===== src/design/access_port_defs.vh =====
`ifndef ACCESS_PORT_DEFS_VH
`define ACCESS_PORT_DEFS_VH

////////////////////////////////////////////////////////////////////////////////
// word offsets inside the 256-byte access port register space
`define OFS_CTRL_STATUS  8'hFC
`define OFS_XFER_ADDR    8'h04
`define OFS_DATA_RW      8'h0C
`define OFS_BANK0        8'h10
`define OFS_BANK1        8'h14
`define OFS_BANK2        8'h18
`define OFS_BANK3        8'h1C
`define OFS_CONFIG       8'hF4
`define OFS_DEBUG_BASE   8'hF8
`define OFS_IDENTITY     8'hFC
`define OFS_CSW          8'h00
`define OFS_WORD_MASK    8'hFC

////////////////////////////////////////////////////////////////////////////////
// identity word field positions
`define ID_REV_HI        31
`define ID_REV_LO        28
`define ID_CONT_HI       27
`define ID_CONT_LO       24
`define ID_CODE_HI       23
`define ID_CODE_LO       17
`define ID_CLASS_BIT     16
`define ID_RSVD_HI       15
`define ID_RSVD_LO       8
`define ID_VAR_HI        7
`define ID_VAR_LO        4
`define ID_TYPE_HI       3
`define ID_TYPE_LO       0

// connection types
`define TYPE_SCAN_CHAIN  4'h0
`define TYPE_SYSTEM_BUS  4'h1
`define TYPE_PERIPH_BUS  4'h2
`define VARIANT_MIN      4'h1

////////////////////////////////////////////////////////////////////////////////
// control/status word fields and reset values
`define CSW_SIZE_HI      2
`define CSW_SIZE_LO      0
`define CSW_INC_HI       5
`define CSW_INC_LO       4
`define CSW_SIZE_WORD    3'h2
`define CSW_INC_OFF      2'h0
`define CSW_INC_SINGLE   2'h1
`define TAR_RESET        32'h0000_0000
`define TAR_STEP         32'h0000_0004
`define WORD_ZERO        32'h0000_0000

// bus answer
`define RESP_OKAY        2'h0

`endif


===== src/design/access_port_regs.v =====
`timescale 1ns/10ps
`include "access_port_defs.vh"

module access_port_regs #(
  parameter        ADDR_W        = 8,             // byte address width of the port space
  parameter        MEM_AW        = 4,             // word address width of the backing store
  parameter [3:0]  REVISION      = 4'h0,          // design revision
  parameter [3:0]  DESIGNER_CONT = 4'h9,          // arbitrary value
  parameter [6:0]  DESIGNER_CODE = 7'h15,         // arbitrary value
  parameter [3:0]  VARIANT       = 4'h1,          // variant nibble
  parameter [3:0]  CONN_TYPE     = 4'h1,          // connection type nibble
  parameter        PRESENT       = 1,             // zero makes the whole space read zero
  parameter [31:0] CONFIG_VALUE  = 32'h0000_0000, // configuration word
  parameter [31:0] BASE_VALUE    = 32'h0000_0000  // debug base address word
) (
  input  wire              CLK,     // clock, 100 MHz
  input  wire              RST,     // asynchronous reset, active high
  input  wire [ADDR_W-1:0] AWADDR,  // write address
  input  wire              AWVALID, // write address valid
  output wire              AWREADY, // write address ready
  input  wire [31:0]       WDATA,   // write data
  input  wire [3:0]        WSTRB,   // write byte strobes
  input  wire              WVALID,  // write data valid
  output wire              WREADY,  // write data ready
  output wire [1:0]        BRESP,   // write response
  output wire              BVALID,  // write response valid
  input  wire              BREADY,  // write response ready
  input  wire [ADDR_W-1:0] ARADDR,  // read address
  input  wire              ARVALID, // read address valid
  output wire              ARREADY, // read address ready
  output wire [31:0]       RDATA,   // read data
  output wire [1:0]        RRESP,   // read response
  output wire              RVALID,  // read data valid
  input  wire              RREADY   // read data ready
);

  localparam DEPTH = 1 << MEM_AW;

  ////////////////////////////////////////////////////////////////////////////
  // port register map, one aligned 32-bit word per offset:
  //   0x00 control/status, 0x04 transfer address, 0x0C data window
  //   0x10 to 0x1C banked slots, 0xF4 configuration, 0xF8 debug base
  //   0xFC identity word, the one register every port type carries
  // all but the identity word exist only for the memory-access class;
  // every other offset reads zero and drops its writes, so a debugger
  // probing the space never sees stale data from an unused slot
  // address bits above the 256-byte space fold away, so the map repeats

  ////////////////////////////////////////////////////////////////////////////
  // declarations
  reg  [7:0]  aw_off_q;
  reg         aw_held_q;
  reg  [31:0] wdata_q;
  reg  [3:0]  wstrb_q;
  reg         w_held_q;
  reg         bvalid_q;
  reg  [31:0] rdata_q;
  reg         rvalid_q;
  reg  [31:0] tar_q;
  reg  [31:0] tar_d;
  reg  [1:0]  inc_q;
  reg  [1:0]  inc_d;
  reg  [31:0] mem_q [0:DEPTH-1];
  reg  [31:0] rd_val;
  reg         mem_we;
  reg  [MEM_AW-1:0] mem_wi;
  reg  [MEM_AW-1:0] mem_ri;
  reg         rd_data_hit;
  wire [31:0] id_word;
  wire        is_mem;
  wire        wr_fire;
  wire        rd_fire;
  wire        aw_take;
  wire        w_take;
  wire [7:0]  ar_off;
  wire [31:0] csw_word;
  wire [31:0] tar_next_inc;
  integer     i;

  ////////////////////////////////////////////////////////////////////////////
  // functions

  // word-aligned offset inside the 256-byte space; bits above it fold away
  // the low two address bits are dropped: every register is one aligned word
  function [7:0] word_off;
    input [ADDR_W-1:0] a;
    reg   [7:0]        wide;
    begin
      wide     = 8'h00;
      wide     = a[7:0];
      word_off = wide & `OFS_WORD_MASK;
    end
  endfunction

  // store index for a data or banked access; banked slots share the
  // upper address bits of the transfer address
  // a transfer address past the end of the store wraps onto its low words
  function [MEM_AW-1:0] store_index;
    input [31:0] tar;
    input [7:0]  off;
    begin
      if (off == `OFS_DATA_RW) begin
        store_index = tar[MEM_AW+1:2];
      end else begin
        store_index = {tar[MEM_AW+1:4], off[3:2]};
      end
    end
  endfunction

  // true for the data window and the four banked slots
  // these five offsets are the only ones that reach the store
  function is_data_off;
    input [7:0] off;
    begin
      is_data_off = (off == `OFS_DATA_RW) || (off == `OFS_BANK0) ||
                    (off == `OFS_BANK1) || (off == `OFS_BANK2) ||
                    (off == `OFS_BANK3);
    end
  endfunction

  // merge a write under byte strobes
  // a byte whose strobe is low keeps its old value
  function [31:0] merge;
    input [31:0] old;
    input [31:0] nw;
    input [3:0]  strb;
    integer      b;
    begin
      merge = old;
      for (b = 0; b < 4; b = b + 1) begin
        if (strb[b]) begin
          merge[8*b +: 8] = nw[8*b +: 8];
        end
      end
    end
  endfunction

  ////////////////////////////////////////////////////////////////////////////
  // identity word, fixed at build time
  // it has no write path at all, so a bus write can never change it
  identity_word #(
    .REVISION      (REVISION),
    .DESIGNER_CONT (DESIGNER_CONT),
    .DESIGNER_CODE (DESIGNER_CODE),
    .VARIANT       (VARIANT),
    .CONN_TYPE     (CONN_TYPE),
    .PRESENT       (PRESENT)
  ) u_identity (
    .id_word (id_word),
    .is_mem  (is_mem)
  );

  ////////////////////////////////////////////////////////////////////////////
  // bus timing seen from the master, edge 0 being the edge that takes a request:
  //   write: the later half taken at edge 0, the write lands at edge 1 and BVALID
  //          stands from edge 1 until the edge at which BREADY is high
  //   read:  address taken at edge 0, RVALID and RDATA stand from edge 0 until
  //          the edge at which RREADY is high
  //   a read is held off for the one cycle in which a write lands, which
  //   costs at most one cycle but keeps data-window steps in order
  // bus handshakes: each address/data channel is taken once and held
  // until the write is done, so the two may arrive in either order
  assign AWREADY = ~aw_held_q & ~bvalid_q;
  assign WREADY  = ~w_held_q & ~bvalid_q;
  assign wr_fire = aw_held_q & w_held_q & ~bvalid_q;
  // a channel is taken at the edge where its valid meets its ready
  assign aw_take = AWVALID & AWREADY;
  assign w_take  = WVALID & WREADY;
  // reads wait out a write in progress so data-window side effects never collide
  assign ARREADY = ~rvalid_q & ~wr_fire;
  assign rd_fire = ARVALID & ARREADY;
  assign ar_off  = word_off(ARADDR);

  assign BVALID = bvalid_q;
  assign BRESP  = `RESP_OKAY;  // every offset answers okay, reserved ones included
  assign RVALID = rvalid_q;
  assign RDATA  = rdata_q;
  assign RRESP  = `RESP_OKAY;

  // control/status view: size fixed at word, increment mode writable
  assign csw_word = {26'h000_0000, inc_q, 1'b0, `CSW_SIZE_WORD};
  assign tar_next_inc = tar_q + `TAR_STEP;

  ////////////////////////////////////////////////////////////////////////////
  // write channel capture
  // both halves are held until the response, so no buffer is needed
  always @(posedge CLK or posedge RST) begin
    if (RST) begin
      aw_off_q  <= 8'h00;
      aw_held_q <= 1'b0;
      wdata_q   <= `WORD_ZERO;
      wstrb_q   <= 4'h0;
      w_held_q  <= 1'b0;
      bvalid_q  <= 1'b0;
    end else begin
      if (aw_take) begin
        aw_off_q  <= word_off(AWADDR);
        aw_held_q <= 1'b1;
      end
      if (w_take) begin
        wdata_q  <= WDATA;
        wstrb_q  <= WSTRB;
        w_held_q <= 1'b1;
      end
      // response one cycle after both halves are in
      if (wr_fire) begin
        aw_held_q <= 1'b0;
        w_held_q  <= 1'b0;
        bvalid_q  <= 1'b1;
      end else if (bvalid_q && BREADY) begin
        bvalid_q <= 1'b0;
      end
    end
  end

  ////////////////////////////////////////////////////////////////////////////
  // register decode for writes and for data-window reads; the memory-access
  // set exists only when the port is present and of a bus connection type
  always @* begin
    tar_d       = tar_q;
    inc_d       = inc_q;
    mem_we      = 1'b0;
    mem_wi      = store_index(tar_q, aw_off_q);
    mem_ri      = store_index(tar_q, ar_off);
    rd_data_hit = 1'b0;
    if (wr_fire && is_mem) begin
      case (aw_off_q)
        `OFS_CSW: begin
          if (wstrb_q[0]) begin
            inc_d = wdata_q[`CSW_INC_HI:`CSW_INC_LO];
          end
        end
        `OFS_XFER_ADDR: begin
          tar_d = merge(tar_q, wdata_q, wstrb_q);
        end
        `OFS_DATA_RW, `OFS_BANK0, `OFS_BANK1, `OFS_BANK2, `OFS_BANK3: begin
          mem_we = 1'b1;
          // only the data window steps the address; banked slots never do
          if ((aw_off_q == `OFS_DATA_RW) && (inc_q == `CSW_INC_SINGLE)) begin
            tar_d = tar_next_inc;
          end
        end
        // identity, configuration, base and reserved: write ignored
        default: begin
          tar_d = tar_q;
        end
      endcase
    end else if (rd_fire && is_mem && is_data_off(ar_off)) begin
      // a read of the data window is itself an access and may step the address
      rd_data_hit = 1'b1;
      if ((ar_off == `OFS_DATA_RW) && (inc_q == `CSW_INC_SINGLE)) begin
        tar_d = tar_next_inc;
      end
    end
  end

  ////////////////////////////////////////////////////////////////////////////
  // read value decode; store data is only offered when the read really
  // fires, so a read of the window is always one access with at most one step
  always @* begin
    rd_val = `WORD_ZERO;
    if (ar_off == `OFS_IDENTITY) begin
      rd_val = id_word;
    end else if (is_mem) begin
      case (ar_off)
        `OFS_CSW:        rd_val = csw_word;
        `OFS_XFER_ADDR:  rd_val = tar_q;
        `OFS_CONFIG:     rd_val = CONFIG_VALUE;
        `OFS_DEBUG_BASE: rd_val = BASE_VALUE;
        default: begin
          if (rd_data_hit) begin
            rd_val = mem_q[mem_ri];
          end else begin
            rd_val = `WORD_ZERO;
          end
        end
      endcase
    end else begin
      rd_val = `WORD_ZERO;
    end
  end

  ////////////////////////////////////////////////////////////////////////////
  // read channel: data registered at the same edge that takes the address
  // RDATA then stands unchanged until the master takes it
  always @(posedge CLK or posedge RST) begin
    if (RST) begin
      rdata_q  <= `WORD_ZERO;
      rvalid_q <= 1'b0;
    end else begin
      if (rd_fire) begin
        rdata_q  <= rd_val;
        rvalid_q <= 1'b1;
      end else if (rvalid_q && RREADY) begin
        rvalid_q <= 1'b0;
      end
    end
  end

  ////////////////////////////////////////////////////////////////////////////
  // control state of the memory-access set
  // reserved increment modes are kept as written but never step the address
  always @(posedge CLK or posedge RST) begin
    if (RST) begin
      tar_q <= `TAR_RESET;
      inc_q <= `CSW_INC_OFF;
    end else begin
      tar_q <= tar_d;
      inc_q <= inc_d;
    end
  end

  ////////////////////////////////////////////////////////////////////////////
  // backing store behind the data window; cleared on reset so reads of
  // untouched words are defined, at the cost of a wide reset fan-out
  // the store stands in for the memory system that a full port would drive
  always @(posedge CLK or posedge RST) begin
    if (RST) begin
      for (i = 0; i < DEPTH; i = i + 1) begin
        mem_q[i] <= `WORD_ZERO;
      end
    end else if (mem_we) begin
      mem_q[mem_wi] <= merge(mem_q[mem_wi], wdata_q, wstrb_q);
    end
  end

endmodule // access_port_regs


===== src/design/identity_word.v =====
`timescale 1ns/10ps
`include "access_port_defs.vh"

// builds the read-only identity word from the build-time values
module identity_word #(
  parameter [3:0] REVISION      = 4'h0,
  parameter [3:0] DESIGNER_CONT = 4'h9,    // arbitrary value
  parameter [6:0] DESIGNER_CODE = 7'h15,   // arbitrary value
  parameter [3:0] VARIANT       = 4'h1,
  parameter [3:0] CONN_TYPE     = 4'h1,
  parameter       PRESENT       = 1
) (
  output wire [31:0] id_word,  // assembled identity word
  output wire        is_mem    // port is present and of a bus connection type
);

  ////////////////////////////////////////////////////////////////////////////
  // class follows the connection type, except that the legacy encoding forces the class bit to zero
  wire       bus_type = (CONN_TYPE == `TYPE_SYSTEM_BUS) ||
                        (CONN_TYPE == `TYPE_PERIPH_BUS);
  wire       scan     = (CONN_TYPE == `TYPE_SCAN_CHAIN);
  // a scan-chain port may not show variant zero; lift it to the least legal one
  wire [3:0] variant  = (scan && (VARIANT == 4'h0)) ? `VARIANT_MIN : VARIANT;
  // an all-zero designer code is the legacy encoding, which also shows zero
  // revision and class; a compliant build sets a real code and never lands here
  wire       legacy   = (DESIGNER_CONT == 4'h0) && (DESIGNER_CODE == 7'h00);
  wire [31:0] word;

  // assemble the fields; reserved byte is zero
  assign word[`ID_REV_HI:`ID_REV_LO]   = legacy ? 4'h0 : REVISION;
  assign word[`ID_CONT_HI:`ID_CONT_LO] = DESIGNER_CONT;
  assign word[`ID_CODE_HI:`ID_CODE_LO] = DESIGNER_CODE;
  assign word[`ID_CLASS_BIT]           = bus_type & ~legacy;
  assign word[`ID_RSVD_HI:`ID_RSVD_LO] = 8'h00;
  assign word[`ID_VAR_HI:`ID_VAR_LO]   = variant;
  assign word[`ID_TYPE_HI:`ID_TYPE_LO] = CONN_TYPE;

  // an absent port answers all zeros
  assign id_word = (PRESENT != 0) ? word : `WORD_ZERO;
  assign is_mem  = (PRESENT != 0) && bus_type;

endmodule // identity_word


===== config.mk =====
export PLATFORM = sky130hd
export DESIGN_NAME = access_port_regs
export DESIGN_NICKNAME = d
export VERILOG_FILES = /design/src/design/access_port_regs.v /design/src/design/identity_word.v
export VERILOG_INCLUDE_DIRS = /design/src /design/src/design
export SDC_FILE = /design/constraint.sdc
export NUM_CORES = 2
export LEC_CHECK = 0
export BUFFER_PORTS_ARGS = -buffer_cell sky130_fd_sc_hd__clkbuf_2
export CAP_MARGIN = 40
export CORE_MARGIN = 2
export CORE_UTILIZATION = 63
export CTS_CLUSTER_DIAMETER = 80
export DETAILED_ROUTE_END_ITERATION = 8
export PLACE_DENSITY = 0.87
export SYNTH_ARGS = -nofsm -noshare
export SYNTH_HDL_FRONTEND = slang
export SYNTH_SLANG_ARGS = --single-unit

===== constraint.sdc =====
create_clock -name CLK -period 22.8 [get_ports CLK]
set_input_delay 1.14 -clock CLK [delete_from_list [all_inputs] [get_ports CLK]]
set_output_delay 1.14 -clock CLK [all_outputs]
set_load 0.05 [all_outputs]

==> flow_metrics.tcl <==
set metrics [dict create \
    fill_cells 3619 \
    maxSlewViolCount 0 \
    slew_headroom 0.1880 \
    dr.first_iter.drc_count 5325 \
    grt_max_degree 192 \
    finalSetupViolCount 0 \
    ant_nets 0 \
    critPathMaxFanout 47 \
    hold_class "reg2reg" \
    required_ns 23.35 \
    tightest_slew_ns 1.218 \
    synth_top_area_share 0.4713 \
    seq_area_frac_synth 0.4713 \
    io_buffers 91 \
    die_w_um 233.3 \
    max_freq_mhz 211.2 \
    cts_tree "yes" \
    power_uw 4551 \
    crit_type "in2reg" \
    drt-total-wl_um 118500 \
    synthTopCellsByArea "dfrtp_1, nand2_1, o31ai_2, o21ai_0, o31ai_1" \
    synth_edf_count 0 \
    routed_via_density 7.470 \
    reg2reg_from "BVALID" \
    finalHoldViolCount 0 \
    drc 2 \
    async_flop_share 1.000 \
    start_util 0.6343 \
    htree_levels 3 \
    avgRoutedWirePerCell_um 27.86 \
    drive_gt1_frac 0.1647 \
    synth-seq-cells 624 \
    via_count 31779 \
    yosysUniqueCellTypes 69 \
    postCtsSetupRepairBufs 0 \
    instances_no_fill 4254 \
    post_cts_resized 0 \
    crit_path_end_kind "register" \
    path_clk_slew_ns 0.06 \
    fp.coreArea_um2 52240 \
    grt_usage 0.4358 \
    grt_pass1_vias 30898 \
    max-vdd-ir-drop_uv 197.1 \
    synth_cells 3595 \
    startpoint_type "input port" \
    setup.worst_path.start "ARADDR[4]" \
    layout.nets 3575 \
    cts_buffers 66 \
    dpl-instance-area_um2 34040 \
    arrival_ns 5.28 \
    grt_pass1_wl_um 180000 \
    failed_checks "design-rule violations" \
    netlist_area_um2 33130 \
    design_area_um2 36370 \
    placed_cells 4133 \
    p_leak_uw 0.01506 \
    yosys.area.top_type "dfrtp_1" \
    ioPinCount 100 \
    dr.pass1.iters 9 \
    place.gp.congestion 0.9518 \
    finalCritPeriodShare 0.2077 \
    avgSynthCellArea_um2 9.216 \
    cap_violations 0 \
    overflow 0 \
    clockRootBuffer "clkbuf_16" \
    die-area_um2 54440 \
    antenna_found_initial 7 \
    status "complete, but fails checks" \
    row_count 84 \
    synth-main-ff-cell "dfrtp_1" \
    synth_warnings 0 \
    dp_hpwl_um 66180 \
    hold_buffers 0 \
    clk_path_buf_depth 3 \
    fin_skew_ns 0.02503 \
    areaGrowthSynthToFinish_pct 9.774 \
    cts.sinks 624 \
    setup_tns_ns 0 \
    worstHoldStart "RDATA[24]" \
    grt_setup_unrepaired "false" \
    p_per_area_nw_per_um2 125.1 \
    die_h_um 233.3 \
    final_util 0.6962 \
    min_period_ns 4.735 \
    insertion_delay_ns 0.62 \
]
-- area by class of cell --
class | count | area [um2] | area share
antenna | 2 | 5.005 | 0.0001376
clock buffer | 97 | 1994 | 0.05484
clock inverter | 20 | 281.5 | 0.007741
inverter | 21 | 86.33 | 0.002374
multi-input combinational | 2605 | 15940 | 0.4382
sequential | 624 | 15620 | 0.4296
tap | 688 | 860.8 | 0.02367
timing repair buffer | 197 | 1583 | 0.04352
-- routing by layer --
metal	GRT usage	wire length (um)	vias to the layer above
met1	0.5294	38820	14917
met4	0.3471	11680	2
li1	-	-	13025
met3	0.1757	19280	955
met2	0.6118	48730	2880
met5	0.01011	13	-
-- registers in the layout, summed over array words and instances, names as in the netlist, 2 cells and up --
signal,flops
wdata_q,32
mem_q,512
inc_q,2
RDATA,32
aw_off_q,6
store_index.tar,32
wstrb_q,4
-- final timing paths --
path / depth (start not counted) / slack, ns / endpoint
worst min-delay path: 1 / 0.50 / RDATA[24]
worst max-delay path: 10 / 18.07 / RDATA[25]
worst max register to register: 8 / 18.35 / store_index.tar[4]
min in group asynchronous: 2 / 0.71 / mem_q[161]
worst min register to register: 1 / 0.50 / RDATA[24]
max in group asynchronous: 8 / 19.18 / mem_q[118]
-- cells in the mapped netlist (4+ instances only) --
library cell	n
a221oi_1	123
a311oi_1	4
buf_1	21
and2_1	9
buf_2	40
a21oi_2	36
o31ai_1	179
nand4_1	11
o2111ai_1	4
a221oi_4	18
mux2i_1	33
nand3_1	125
clkbuf_1	241
o21ai_0	271
nand2b_1	7
nor3_1	17
buf_4	17
a31oi_1	34
a2bb2oi_1	8
a22oi_1	131
mux2_2	42
buf_6	28
a21boi_1	4
o31ai_2	127
and3_1	23
nor2_1	58
or3_1	8
a21oi_1	116
a32o_1	13
inv_2	4
a221o_1	23
o21ai_1	14
o21a_1	8
a221oi_2	19
o22ai_1	52
dfrtp_1	624
a32oi_1	25
inv_1	17
nand2_1	998
and4_1	4
o211ai_1	17
-- cell usage in the layout, fill, tap and decap left out, types with 16 or more instances in the layout --
cell / instances
nand2_1: 979
dfrtp_1: 622
o21ai_0: 270
o31ai_1: 179
a22oi_1: 131
o31ai_2: 127
nand3_1: 125
a221oi_1: 123
a21oi_1: 116
clkbuf_2: 91
buf_4: 83
clkbuf_16: 71
nor2_1: 56
o22ai_1: 52
mux2_2: 42
a21oi_2: 36
a31oi_1: 34
mux2i_1: 33
a32oi_1: 25
a221o_1: 23
and3_1: 23
a221oi_2: 19
a221oi_4: 18
nor3_1: 17
o211ai_1: 17
nand2_2: 16
-- logic make-up after synthesis --
group,count (synthesis),share of synthesized area
flip-flops,624,0.4713
adder cells (fa/ha/maj),1,0.0003776
buffers and inverters,369,0.05193
AND/OR/NAND/NOR,1275,0.1567
multiplexers,76,0.02466
AO/OA/AOI/OAI,1249,0.2950
other,1,0.0001132
-- where the power goes --
part | internal (uW) | switching (uW) | total, uW | leakage (uW)
combinational | 504 | 1350 | 1850 | 0.00539
sequential | 1280 | 272 | 1550 | 0.00855
clock | 686 | 460 | 1150 | 0.00112
total | 2470 | 2080 | 4550 | 0.0151
-- worst max-delay path, stage by stage --
cell and delay (ns):
clkbuf_2 0.14, or4_1 0.89, o21ai_4 0.31, buf_4 0.66, buf_4 0.68, nor2_1 0.36
nand3_1 0.16, o2111ai_1 0.15, nor3_1 0.53, a221o_1 0.20
-- stage by stage --
step | hold WS [ns] | worst slack [ns]
after global routing | 0.5191 | 18.20
after detailed placement | 0.4902 | 17.86
after global placement | 0.4798 | 17.20
after CTS | 0.4965 | 18.43
after floorplan | 0.4653 | 4.185
final | 0.5020 | 18.07
(Power assumes the default switching activity.)
